<file path="src/dlc_pkg.sv">
// Purpose: Shared constants for the delay line control link.
// Assumes: One 100 MHz clock for both ends.
// Notes: Summary of operation below.
//
// Summary of operation
// - Tap changes only on sampled step enable; the code also loads it on sampled tap reset.
// - Direction high at step means increment.
// - Enabled step moves exactly one tap.
// - Tap reset loads preset tap next edge.
// - Tap counter wraps between 63 and 0.
// - Tap reset beats step enable, direction.
// - Calibrator required for fixed, variable lines.
// - Calibrator keeps calibrating against reference clock.
// - Calibrator reset active high, asynchronous.
// - User pulses calibrator reset after startup.
// - Reset transition starts new calibration sequence.
// - Ready rises after calibration startup latency.
// - Ready falls on stalled reference clock.
// - User resets calibrator when ready lost.
// - One calibrator serves each clock region.
// - Replicas share reset and reference clock.
// - Visible ready is AND over regions.
// - Ready may be left unused.
// - Step controls synchronous to control clock.
package dlc_pkg;

  // ----------------------------------------------------------------
  // Structure
  // ----------------------------------------------------------------
  localparam int N_LINES = 4;
  localparam int N_REGIONS = 2;
  localparam int LINES_PER_REGION = N_LINES / N_REGIONS;
  localparam int TAP_W = 6;
  localparam int N_TAPS = 64;
  localparam logic [TAP_W-1:0] TAP_MAX = 6'h3f;
  localparam logic [TAP_W-1:0] TAP_MIN = 6'h00;
  localparam logic [TAP_W-1:0] PRESET_TAP_VALUE = 6'h00;

  typedef enum {DLC_FIXED, DLC_VARIABLE} dlc_delay_type_e;

  // ----------------------------------------------------------------
  // Timing
  // ----------------------------------------------------------------
  localparam int CLK_NS = 10;
  localparam int REF_PERIOD_NS = 40;
  localparam int REF_HALF_CYC = REF_PERIOD_NS / (2 * CLK_NS);
  localparam int REF_PERIOD_CYC = REF_PERIOD_NS / CLK_NS;
  localparam int CAL_LAT_NS = 1000;
  localparam int CAL_LAT_CYC = CAL_LAT_NS / CLK_NS;
  localparam int CAL_RST_NS = 50;
  localparam int CAL_RST_CYC = (CAL_RST_NS + CLK_NS - 1) / CLK_NS;
  localparam int REF_SETTLE_NS = 200;
  localparam int REF_SETTLE_CYC = REF_SETTLE_NS / CLK_NS;

  // ----------------------------------------------------------------
  // Registers of the user end
  // ----------------------------------------------------------------
  localparam logic [3:0] CTRL_OFS = 4'h0;
  localparam logic [3:0] CMD_OFS = 4'h4;
  localparam logic [3:0] STAT_OFS = 4'h8;
  localparam int CTRL_REF_RUN = 0;
  localparam int CTRL_AUTO_RECAL = 1;
  localparam logic [1:0] CTRL_RESET = 2'h3;
  localparam int CMD_MASK_LSB = 0;
  localparam int CMD_UP = 4;
  localparam int CMD_STEP = 5;
  localparam int CMD_TAP_RST = 6;
  localparam int CMD_CAL_RST = 7;
  localparam int STAT_READY = 0;
  localparam int STAT_CAL_RST = 1;
  localparam int STAT_LOST = 2;

endpackage

</file>
<file path="src/dlc_if.sv">
// Purpose: Link between user control logic and the delay lines.
// Assumes: All signals change on the rising edge of the shared clock.
// Notes: The reference clock is a divided level, not a clock net.
`timescale 1ns/10ps
interface dlc_if;
  import dlc_pkg::*;
  logic [N_LINES-1:0] step_en;
  logic [N_LINES-1:0] step_up;
  logic [N_LINES-1:0] tap_rst;
  logic cal_rst;
  logic calibration_reference_clock;
  logic cal_ready;

  modport device (
    input step_en,
    input step_up,
    input tap_rst,
    input cal_rst,
    input calibration_reference_clock,
    output cal_ready
  );

  modport user (
    output step_en,
    output step_up,
    output tap_rst,
    output cal_rst,
    output calibration_reference_clock,
    input cal_ready
  );
endinterface

</file>
<file path="src/dlc_delay_calibrator.sv">
// Purpose: Per-region calibrator watching the reference clock.
// Assumes: Reference level arrives from another flop domain.
// Notes: Reset is asynchronous; release restarts the sequence.
`timescale 1ns/10ps
module dlc_delay_calibrator
  import dlc_pkg::*;
(
  input wire logic clk,
  input wire logic resetn,
  input wire logic cal_rst,
  input wire logic ref_lvl,
  output logic ready,
  output logic [7:0] trim
);

  typedef enum {CAL_RUN, CAL_DONE, CAL_LOST} dlc_cal_state_e;

  dlc_cal_state_e state_q;
  logic clr;
  logic ref_s1_q;
  logic ref_s2_q;
  logic ref_s3_q;
  logic ref_edge;
  logic [15:0] lat_q;
  logic [15:0] idle_q;

  assign clr = cal_rst | ~resetn;

  // ----------------------------------------------------------------
  // Reference sampling
  // ----------------------------------------------------------------
  always_ff @(posedge clk or posedge clr) begin
    if (clr) begin
      ref_s1_q <= 1'b0;
      ref_s2_q <= 1'b0;
      ref_s3_q <= 1'b0;
    end else begin
      ref_s1_q <= ref_lvl;
      ref_s2_q <= ref_s1_q;
      ref_s3_q <= ref_s2_q;
    end
  end
  assign ref_edge = ref_s2_q ^ ref_s3_q;

  always_ff @(posedge clk or posedge clr) begin
    if (clr) begin
      idle_q <= 16'h0000;
    end else if (ref_edge) begin
      idle_q <= 16'h0000;
    end else if (idle_q != 16'hffff) begin
      idle_q <= idle_q + 16'h0001;
    end
  end

  always_ff @(posedge clk or posedge clr) begin
    if (clr) begin
      trim <= 8'h00;
    end else if (ref_edge) begin
      trim <= trim + 8'h01;
    end
  end

  // ----------------------------------------------------------------
  // Sequence
  // ----------------------------------------------------------------
  // Sequence restarts from reset.
  always_ff @(posedge clk or posedge clr) begin
    if (clr) begin
      state_q <= CAL_RUN;
      lat_q <= 16'h0000;
    end else begin
      case (state_q)
        CAL_RUN: begin
          if (idle_q >= 16'(REF_PERIOD_CYC)) begin
            lat_q <= 16'h0000;
          end else if (lat_q == 16'(CAL_LAT_CYC - 1)) begin
            state_q <= CAL_DONE;
          end else begin
            lat_q <= lat_q + 16'h0001;
          end
        end
        CAL_DONE: begin
          if (idle_q >= 16'(REF_PERIOD_CYC)) begin
            state_q <= CAL_LOST;
          end
        end
        CAL_LOST: state_q <= CAL_LOST;
        default: state_q <= CAL_RUN;
      endcase
    end
  end

  always_ff @(posedge clk or posedge clr) begin
    if (clr) begin
      ready <= 1'b0;
    end else begin
      ready <= (state_q == CAL_DONE) &&
               (idle_q < 16'(REF_PERIOD_CYC - 1));
    end
  end

endmodule

</file>
<file path="src/dlc_delay_end.sv">
// Purpose: Programmable delay lines with region calibrators.
// Assumes: Step controls arrive synchronous to CLK.
// Notes: Each line is a 64-stage tapped shift register.
`timescale 1ns/10ps
module dlc_delay_end
  import dlc_pkg::*;
#(
  parameter dlc_pkg::dlc_delay_type_e DELAY_TYPE = dlc_pkg::DLC_VARIABLE
)
(
  input wire logic CLK,
  input wire logic RESETN,
  dlc_if.device LNK,
  input wire logic [dlc_pkg::N_LINES-1:0] DATA_IN,
  output logic [dlc_pkg::N_LINES-1:0] DATA_OUT,
  output logic [dlc_pkg::N_LINES*dlc_pkg::TAP_W-1:0] TAP,
  output logic [dlc_pkg::N_REGIONS*8-1:0] TRIM
);
  import dlc_pkg::*;

  logic [N_REGIONS-1:0] region_rdy;
  logic rdy_q;
  logic [7:0] region_trim [N_REGIONS];

  // ----------------------------------------------------------------
  // Delay lines
  // ----------------------------------------------------------------
  for (genvar i = 0; i < N_LINES; i++) begin : g_line
    logic [TAP_W-1:0] tap_q;
    logic [TAP_W-1:0] tap_d;
    logic [N_TAPS-1:0] chain_q;
    logic variable_mode;

    assign variable_mode = (DELAY_TYPE == DLC_VARIABLE);

    // Next tap value from reset, step and direction.
    always_comb begin
      tap_d = tap_q;
      if (LNK.tap_rst[i]) begin
        tap_d = PRESET_TAP_VALUE;
      end else if (LNK.step_en[i] && variable_mode) begin
        if (LNK.step_up[i]) begin
          if (tap_q == TAP_MAX) begin
            tap_d = TAP_MIN;
          end else begin
            tap_d = tap_q + 6'h01;
          end
        end else begin
          if (tap_q == TAP_MIN) begin
            tap_d = TAP_MAX;
          end else begin
            tap_d = tap_q - 6'h01;
          end
        end
      end
    end

    always_ff @(posedge CLK or negedge RESETN) begin
      if (!RESETN) begin
        tap_q <= PRESET_TAP_VALUE;
      end else begin
        tap_q <= tap_d;
      end
    end

    // The chain runs every cycle so a tap change never loses history.
    always_ff @(posedge CLK or negedge RESETN) begin
      if (!RESETN) begin
        chain_q <= '0;
      end else begin
        chain_q <= {chain_q[N_TAPS-2:0], DATA_IN[i]};
      end
    end

    always_ff @(posedge CLK or negedge RESETN) begin
      if (!RESETN) begin
        DATA_OUT[i] <= 1'b0;
      end else begin
        DATA_OUT[i] <= chain_q[tap_q];
      end
    end

    always_ff @(posedge CLK or negedge RESETN) begin
      if (!RESETN) begin
        TAP[i*TAP_W +: TAP_W] <= PRESET_TAP_VALUE;
      end else begin
        TAP[i*TAP_W +: TAP_W] <= tap_d;
      end
    end
  end

  // ----------------------------------------------------------------
  // Region calibrators
  // ----------------------------------------------------------------
  // Calibrators always present.
  for (genvar r = 0; r < N_REGIONS; r++) begin : g_region
    dlc_delay_calibrator u_cal (
      .clk(CLK),
      .resetn(RESETN),
      .cal_rst(LNK.cal_rst),
      .ref_lvl(LNK.calibration_reference_clock),
      .ready(region_rdy[r]),
      .trim(region_trim[r])
    );

    always_ff @(posedge CLK or negedge RESETN) begin
      if (!RESETN) begin
        TRIM[r*8 +: 8] <= 8'h00;
      end else begin
        TRIM[r*8 +: 8] <= region_trim[r];
      end
    end
  end

  // ----------------------------------------------------------------
  // Combined ready
  // ----------------------------------------------------------------
  // A registered AND keeps the link output glitch free; it costs one
  // cycle of latency on both rise and fall.
  // AND of region ready.
  always_ff @(posedge CLK or negedge RESETN) begin
    if (!RESETN) begin
      rdy_q <= 1'b0;
    end else if (LNK.cal_rst) begin
      rdy_q <= 1'b0;
    end else begin
      rdy_q <= &region_rdy;
    end
  end

  assign LNK.cal_ready = rdy_q;

endmodule

</file>
<file path="src/flat_wrapper.sv">
// flat-port wrapper written by rule: the top's interface ports become plain ports
module dlc_delay_end_flat import dlc_pkg::*;
#(
  parameter dlc_pkg::dlc_delay_type_e DELAY_TYPE = dlc_pkg::DLC_VARIABLE
)
  (CLK, RESETN, DATA_IN, DATA_OUT, TAP, TRIM, LNK_step_en, LNK_step_up, LNK_tap_rst, LNK_cal_rst, LNK_calibration_reference_clock, LNK_cal_ready);
  dlc_if LNK_i ();
  input wire logic CLK;
  input wire logic RESETN;
  input wire logic [dlc_pkg::N_LINES-1:0] DATA_IN;
  output logic [dlc_pkg::N_LINES-1:0] DATA_OUT;
  output logic [dlc_pkg::N_LINES*dlc_pkg::TAP_W-1:0] TAP;
  output logic [dlc_pkg::N_REGIONS*8-1:0] TRIM;
  input wire logic [$bits(LNK_i.step_en)-1:0] LNK_step_en;
  input wire logic [$bits(LNK_i.step_up)-1:0] LNK_step_up;
  input wire logic [$bits(LNK_i.tap_rst)-1:0] LNK_tap_rst;
  input wire logic [$bits(LNK_i.cal_rst)-1:0] LNK_cal_rst;
  input wire logic [$bits(LNK_i.calibration_reference_clock)-1:0] LNK_calibration_reference_clock;
  output wire logic [$bits(LNK_i.cal_ready)-1:0] LNK_cal_ready;
  assign LNK_i.step_en = LNK_step_en;
  assign LNK_i.step_up = LNK_step_up;
  assign LNK_i.tap_rst = LNK_tap_rst;
  assign LNK_i.cal_rst = LNK_cal_rst;
  assign LNK_i.calibration_reference_clock = LNK_calibration_reference_clock;
  assign LNK_cal_ready = LNK_i.cal_ready;
  dlc_delay_end #(.DELAY_TYPE(DELAY_TYPE)) u_core (.CLK(CLK), .RESETN(RESETN), .LNK(LNK_i), .DATA_IN(DATA_IN), .DATA_OUT(DATA_OUT), .TAP(TAP), .TRIM(TRIM));
endmodule
</file>
<file path="config.mk">
export PLATFORM = sky130hd
export DESIGN_NAME = dlc_delay_end_flat
export DESIGN_NICKNAME = d
export VERILOG_FILES = /design/src/dlc_pkg.sv /design/src/dlc_if.sv /design/src/dlc_delay_calibrator.sv /design/src/dlc_delay_end.sv /design/src/flat_wrapper.sv
export SDC_FILE = /design/constraint.sdc
export NUM_CORES = 1
export LEC_CHECK = 0
export ABC_CLOCK_PERIOD_IN_PS = 13600
export BUFFER_PORTS_ARGS = -buffer_cell sky130_fd_sc_hd__clkbuf_2
export CORE_ASPECT_RATIO = 1.5
export CORE_MARGIN = 2
export CORE_UTILIZATION = 45
export CTS_CLUSTER_SIZE = 20
export DETAILED_ROUTE_END_ITERATION = 6
export HOLD_SLACK_MARGIN = 0.12
export PLACE_DENSITY_LB_ADDON = 0.1
export SETUP_SLACK_MARGIN = 0.4
export SYNTH_ARGS = -nofsm -noshare
export SYNTH_HDL_FRONTEND = slang
export SYNTH_SLANG_ARGS = --single-unit
</file>
<file path="constraint.sdc">
create_clock -name CLK -period 13.6 [get_ports CLK]
set_input_delay 0.68 -clock CLK [delete_from_list [all_inputs] [get_ports CLK]]
set_output_delay 0.68 -clock CLK [all_outputs]
set_load 0.01 [all_outputs]
</file>
# After elaboration in Yosys (flattened, before gate mapping)
# Cells that the tools add are included.
# classes
reduce_logical	19
bitwise_logic	3
n_addsub	14
n_eq_ne	22
order_cmp	8
muxes	45
# op_table
cell	n
32-bit 2-to-1 mux	6
32-bit case mux with 3 select lines	2
32-bit by 2-bit equality test with 1-bit output, second input constant	4
16-bit 2-to-1 mux	8
6-bit 2-to-1 mux	20
16-bit by 1-bit adder with 16-bit output, second input constant	4
32-bit by 1-bit equality test with 1-bit output, second input constant	2
32-bit logical NOT	2
16-bit by 7-bit equality test with 1-bit output, second input constant	2
16-bit by 3-bit greater-or-equal comparator with 1-bit output, second input constant	2
16-bit by 2-bit less-than comparator with 1-bit output, second input constant	2
16-bit != test, second input constant	2
6-bit by 7-bit less-than comparator with 1-bit output, second input constant	4
6-bit by 1-bit adder with 6-bit output, second input constant	4
1-bit binary-select mux with 6-bit select	4
6-bit equality test, second input constant	4
6-bit logical NOT	4
6-bit by 1-bit subtractor with 6-bit output, second input constant	4
8-bit by 1-bit adder with 8-bit output, second input constant	2
2-bit != test, second input constant	8
2-bit nonzero test	6
2-bit AND reduction	3
3-bit AND reduction	2
1-bit 2-to-1 mux	5
4 further kinds	5
# totals
wordCells	139
out_inout_bits	45
reg_bits	450

# Depth between registers and ports, before layout
# Gate-level depths: netlist (run 1).
# logic_depth
depth_word	5
ltp_mapped	9

# Cells and area by module
# From an unflattened synthesis (run 1), not the netlist that was laid out.
# unflattened
cells_unflattened	1225
area_unflattened_um2	16031.6
# modules_own_cells
mod	cells_per_inst	area_per_inst_um2	instances	seq_area_each_um2
dlc_delay_end	729	11146.9	1	7532.2
dlc_delay_calibrator	248	2442.3	2	1151.1

# Worst setup path after synthesis (run 1)
# Ideal clock, no wire load.
# synth_timing
path_type	flip-flop to flip-flop
start	register u_core.g_line[0].tap_q[0]
end	register u_core.g_line[0].tap_q[3]
synth_period_minus_slack_ns	2.067
n_path_buf	2
slack_ns	11.533
setup_ns	0.118
path_stages_with_launch	10
arrival_ns	1.949
required_time_ns	13.482
cell_sequence	dfrtp_1 buf_6 buf_2 inv_1 ha_1 nor2b_1 a21oi_1 a22o_1 a221oi_1 a21o_1
# synth_between
elab_chain_len	5
elab_cells_between_ends	9
cone_classes	add/sub (2); eq/ne (1); mux (5); reduce/logical (1)
# synth_lines
element	line_no	text
start, declared	dlc_delay_end.sv:29	logic [TAP_W-1:0] tap_q;
start signal, assigned	dlc_delay_end.sv:62	tap_q <= tap_d;
6-bit by 1-bit subtractor with 6-bit output, or another cell as far along	dlc_delay_end.sv:52	tap_d = tap_q - 6'h01;
6-bit 2-to-1 mux, on equally long branches	dlc_delay_end.sv:49, dlc_delay_end.sv:43	
6-bit 2-to-1 mux *	dlc_delay_end.sv:42	if (LNK.step_up[i]) begin
6-bit 2-to-1 mux *	dlc_delay_end.sv:41	end else if (LNK.step_en[i] && variable_mode) begin
6-bit 2-to-1 mux *	dlc_delay_end.sv:39	if (LNK.tap_rst[i]) begin
# Every way passes the cells marked *; elsewhere a longest branch is shown, timed or not. The select of a mux whose other input is x is not followed.
# A chain may end at the register's enable or synchronous reset.

==> run summary, run 1 <==
P_leak = 7.80 nW
Router iterations before antenna repair = 4
Cell variety after synth = 77
Setup_tns = 0 ps
Port-buffer cells = 64
Pins Over Slew Limit = 0
Synthesized Nets = 1215
Total wire length = 29800 µm
Cts hold-fix bufs = 1
RSZ-0062 raised after global routing = false
Initial Util = 0.453
Synth Area per Inst = 13.5 µm²
Root buf cell = clkbuf_16
Max IR drop VDD = 0.000128 V
Final RePlAce weighted congestion = 0.796
Final setup violation count = 0
Worst setup path class = input pin to asynchronous set/reset pin
Routed vias = 9367
Fillers = 3103
Startpoint types = input pin
I/O Pins = 65
Cell taking the most area after synthesis = dfrtp_1
Worst EP arrival = 3270 ps
CTS tree = yes
# DRC = 0
Final hold vios = 0
Outcome = finished, final reports clean
Top cell type's share of synthesized area = 0.617
WP data required = 14120 ps
Slowest cell on crit path = buf_4
Class of the worst hold path = input pin to flip-flop
Clock Latency Late Sink = 520 ps
Synth top area cells = dfrtp_1, mux4_2, mux4_1
Worst-margin pin slew = 1120 ps
Post-DRT Antenna Nets = 0
Minimum clock period = 2760 ps
Area grow syn2layout = 12.8%
Synth Flop Type = dfrtp_1
Via/cell ratio = 5.41
Ys Warns = 0
Post-Synthesis Cells = 1171
Register area share after synthesis = 0.617
Gr ovfl total = 0
Avg WL per Cell = 17.2 µm
HPWL Detailed = 18700 µm
Area taken by flip-flops and latches = 9760 µm²
Area of the multi-input gates = 5630 µm²
Crit-path cells = dlygate4sd3_1 -> buf_8 -> buf_4 -> buf_12
# H-tree levels = 2
Layout cells sized above 1 = 0.175
#FFs+latches synth = 390
Final worst-path cycle share = 0.203
Largest net degree at the start of global routing = 183
# clock sinks = 390
# diodes = 0
Die height = 234 µm
Post-Synthesis Cell Area = 15800 µm²
Antenna violations before repair = 0
Most frequent cells in the layout = dfrtp_1, nor2_1, nand2_1
CP Max Fanout = 182
FMAX = 0.363 GHz
CP endpoint kind = asynchronous set/reset pin
Worst rel slew slack = 0.254
# resized after CTS = 0
Critical path's largest stage delay = 780 ps
Max-cap violations = 0
Clock Path Buffers = 3
CTS Buf Count = 40
Postcts setup bufs = 0
Nets = 1275
Final Hold Slack = 264 ps
Number of global-route vias before repair = 9912
Cell Pwr Density = 156 nW/µm²
Global-route wire length before repair = 50700 µm
Commonest non-fill, non-tap cell in the layout = dfrtp_1
Die width = 157 µm
Iter 0 DRT Violations = 498
Async SR Flop Fraction = 1.00
GRT Util Overall = 0.170
Die area = 36700 µm²
Core Box Area = 34900 µm²
Skew final = 9.12 ps
Post-synth EDFFs = 0
Row count = 84
Worst-path clk slew = 60 ps
## flip-flops by register name, indices dropped and copies added (netlist names)
signal and count:
u_core.g_line.chain_q 256, u_core.g_region.u_cal.idle_q 32, u_core.g_region.u_cal.lat_q 32, u_core.g_line.tap_q 24
u_core.TRIM 16, u_core.g_region.u_cal.trim 16, u_core.DATA_OUT 4, u_core.g_region.u_cal.state_q 4
u_core.g_region.u_cal.ready 2, u_core.LNK.cal_ready 1, u_core.g_region.u_cal.ref_s1_q 1, u_core.g_region.u_cal.ref_s2_q 1
u_core.g_region.u_cal.ref_s3_q 1
## metrics by stage
stage	setup slack, ps	cells	cell area, µm²	utilization	total power, mW
global route	10460	1733	17800	0.511	2.94
detailed placement	10800	1661	16500	0.473	1.73
finish	10840	1733	17800	0.511	2.79
global placement	10810	1661	16500	0.473	1.73
floorplan	7370	1171	15800	-	1.61
CTS	10750	1733	17800	0.511	2.84
## kinds of logic (layout without fill, tap and decap cells)
| group | Yosys count | in the layout | synth area share |
|---|---|---|---|
| xor gates and xnor gates | 61 | 61 | 0.0338 |
| buffers and inverters | 90 | 179 | 0.0288 |
| muxes | 90 | 90 | 0.108 |
| DFF | 390 | 390 | 0.617 |
| and+or+nand+nor | 342 | 342 | 0.117 |
| adders and majority gates | 24 | 24 | 0.0190 |
| AOI/OAI and AO/OA | 174 | 174 | 0.0757 |
## per-layer routing
layer | track usage | vias to the layer above | part of all wire
li1 | - | 4368 | -
met1 | 0.216 | 4826 | 0.44
met2 | 0.293 | 115 | 0.51
met3 | 0.0306 | 58 | 0.033
met4 | 0.0568 | 0 | 0.025
met5 | 0 | - | 0
## worst max-delay path: cells and delay by family
kind	cells	cell delay (ps)
buf+inv	4	2350
## path summary, 6_finish.rpt
check                      cells past startpoint                                  to                              start  slack, ps
setup reg to reg                               5                  u_core.DATA_OUT[3]          u_core.g_line[3].tap_q[0]      11180
setup / recovery                               4        u_core.g_line[1].chain_q[35]                             RESETN      10840
max in group CLK                               1                             TAP[20]          u_core.g_line[3].tap_q[2]      11030
min in group asynchronous                      2  u_core.g_region[1].u_cal.idle_q[0]                        LNK_cal_rst        490
hold / removal                                 1         u_core.g_line[3].chain_q[0]                         DATA_IN[3]        260
hold reg to reg                                0   u_core.g_region[0].u_cal.ref_s2_q  u_core.g_region[0].u_cal.ref_s1_q        360
## power breakdown
part           internal [mW]  total, mW  switching (mW)
Combinational          0.162      0.343           0.182
Sequential              1.26       1.36           0.100
Clock                  0.645       1.08           0.436
## area by class of cell
cell class / count / area share
clock buffer: 60 / 0.0671
clock inverter: 11 / 0.00603
inverter: 33 / 0.00694
multi-input combinational: 691 / 0.316
sequential: 390 / 0.547
tap: 473 / 0.0332
timing repair buffer: 75 / 0.0240
## cells in the mapped netlist, types with 16 or more instances
cell type and number:
a22oi_1 16, mux2i_1 21, nor2_1 84, nor4_1 16, xnor2_1 38, nand4_1 21
a21oi_1 41, nor3_1 26, inv_1 33, nand2_1 71, o21ai_0 27, dfrtp_1 390
mux4_2 44, xor2_1 23, clkbuf_1 26, ha_1 24, nand3_1 33
Note: power is estimated with default switching activity, not from simulation.
==> run 2, diff against run 1 <==
ABC_CLOCK_PERIOD_IN_PS = 2700   (was 13600)
clock period = 2.7 ns   (was 13.6 ns; I/O delays follow)
==> run 2 against run 1 <==
Effect of this change:
- cell area rose by 2.7%
- via count rose by 0.34%
- setup slack got worse by 10000 ps
- register-to-register slack got worse by 11000 ps
- die area did not move
- combinational power rose to 5.3 times the previous value
- clock skew rose by 1.0 ps
- sequential power rose to 5.0 times the previous value
- worst hold slack got worse by 98 ps
- clock power rose to 5.6 times the previous value
- critical path depth rose by 2
- wire length rose by 0.42%
==> run summary, run 2 (same netlist as run 1, synthesis figures left out) <==
Outcome = finished, final reports clean
Worst-margin pin slew = 981 ps (-138 ps)
Startpoint types = flip-flop
GRT Util Overall = 0.173 (+0.00267)
Largest net degree at the start of global routing = 141 (-23%)
Max IR drop VDD = 0.000563 V (+340%)
Top flop regs = u_core.g_line.chain_q: 256 flops, u_core.g_region.u_cal.idle_q: 32 flops, u_core.g_region.u_cal.lat_q: 32 flops
Max reg flops = 256 (unchanged)
Die width = 157 µm (unchanged)
Final hold vios = 0 (unchanged)
# H-tree levels = 2 (unchanged)
Final RePlAce weighted congestion = 0.808 (+1.4%)
I/O Pins = 65 (unchanged)
Initial Util = 0.453 (unchanged)
Minimum clock period = 2150 ps
Via/cell ratio = 5.33 (-1.5%)
Avg WL per Cell = 17.0 µm (-1.4%)
Worst rel slew slack = 0.346 (+0.0918)
Core Box Area = 34900 µm² (unchanged)
Post-DRT Antenna Nets = 0 (unchanged)
Root buf cell = clkbuf_16
Skew final = 10.1 ps (+1.01 ps)
CTS Buf Count = 39 (-2.5%)
HPWL Detailed = 19100 µm (+2.3%)
Final setup violation count = 0 (unchanged)
Worst EP arrival = 2550 ps (-720 ps)
Routed vias = 9399 (+0.34%)
Met1 Wirelength = 13100 µm (+0.95%)
Worst-path clk slew = 60 ps (about the same)
Met3 WL = 942 µm (-3.8%)
Clock Path Buffers = 3 (unchanged)
Cell Pwr Density = 803 nW/µm² (+410%)
Buf/Inv on CP = 1 (-3)
Iter 0 DRT Violations = 464 (-6.8%)
# DRC = 0 (unchanged)
# resized after CTS = 0 (unchanged)
Slowest cell on crit path = mux4_1
Global-route wire length before repair = 51700 µm (+1.9%)
Worst setup path class = flip-flop to flip-flop
Nets = 1307 (+2.5%)
Largest register by flop count = u_core.g_line.chain_q
CP endpoint kind = flip-flop
Most frequent cells in the layout = dfrtp_1, nor2_1, nand2_1
Antenna violations before repair = 0 (unchanged)
# clock sinks = 390 (unchanged)
CP most frequent cell = mux2i_1
Layout cells sized above 1 = 0.183 (+0.00806)
Routed wl met2 = 15300 µm (+1.4%)
Top sig layer = met4
Router iterations before antenna repair = 4 (unchanged)
Die height = 234 µm (unchanged)
Reg-to-reg slack, setup = 550 ps (-10630 ps)
Commonest non-fill, non-tap cell in the layout = dfrtp_1
Clock Latency Late Sink = 530 ps (about the same)
Die area = 36700 µm² (unchanged)
Final Hold Slack = 166 ps (-97.6 ps)
CP Max Fanout = 12 (-93%)
Crit-path cells = buf_4 -> mux4_1 -> mux2i_1 -> mux2i_1 -> a211o_1 -> o311a_1
FMAX = 0.466 GHz
Total wire length = 29900 µm (+0.42%)
Critical path's top delay family = multiplexers
CTS tree = yes
Area grow syn2layout = 15.8%
Class of the worst hold path = input pin to flip-flop
Port-buffer cells = 64 (unchanged)
Final worst-path cycle share = 0.795
Number of global-route vias before repair = 10076 (+1.7%)
Cts hold-fix bufs = 18 (+17)
Gr ovfl total = 0 (unchanged)
Overall power = 14.7 mW (+430%)
Max-cap violations = 0 (unchanged)
WP data required = 3110 ps (-11010 ps)
Critical path's largest stage delay = 590 ps (-190 ps)
Pins Over Slew Limit = 0 (unchanged)
Setup_tns = 0 ps (unchanged)
RSZ-0062 raised after global routing = false
P_leak = 8.03 nW (+2.9%)
Postcts setup bufs = 0 (unchanged)
# diodes = 0 (unchanged)
Row count = 84 (unchanged)
## run 2: cell types whose count changed in the layout (fill, tap and decap cells not counted), moves of 2 or more
cell           change
buf_4             +13
clkinv_2           -6
buf_12             +3
clkbuf_8           -2
dlygate4sd3_1     +17
bufinv_16          +7
## run 2: path summary, 6_finish.rpt
check	from	endpoint	depth (start not counted)
max	u_core.g_line[3].tap_q[0]	u_core.DATA_OUT[3]	6
min	LNK_step_up[1]	u_core.g_line[1].tap_q[1]	4
max reg2reg	u_core.g_line[3].tap_q[0]	u_core.DATA_OUT[3]	6
min reg2reg	u_core.g_region[0].u_cal.ref_s1_q	u_core.g_region[0].u_cal.ref_s2_q	0
max in group asynchronous	RESETN	u_core.g_line[3].chain_q[17]	3
min in group asynchronous	LNK_cal_rst	u_core.g_region[1].u_cal.state_q[0]	3
## run 2: layout make-up
type,count,area (µm²)
Fill cell,3052,16600
Sequential cell,390,9760
Multi-Input combinational cell,691,5630
Clock buffer,57,1170
Timing Repair Buffer,108,756
Tap cell,473,592
Clock inverter,13,297
Inverter,33,124
## run 2: power by group
part / switching (mW) / internal, mW / leakage, nW
Clock: 2.20 / 3.86 / 0.712
Combinational: 0.944 / 0.865 / 2.43
Sequential: 0.487 / 6.35 / 4.89
## run 2: routing by layer
metal / vias up / global-route usage
met3: 42 / 0.0295
met2: 103 / 0.296
met4: 0 / 0.0466
met5: - / 0
li1: 4439 / -
met1: 4815 / 0.228
## run 2: tightest hold or removal path: cells and delay by family
kind | cells | cell delay (ps)
muxes | 1 | 120
xor gates and xnor gates | 1 | 120
buffers and inverters | 1 | 220
and+or+nand+nor | 1 | 50
## run 2: metrics by stage
stage                     utilization  cells  setup WS, ps  area (µm²)
final                           0.525   1765           552       18300
after global routing            0.525   1765           413       18300
after CTS                       0.525   1765           526       18300
after detailed placement        0.478   1677           533       16700
after global placement          0.478   1677           590       16700
after floorplan                     -   1171           633       15800
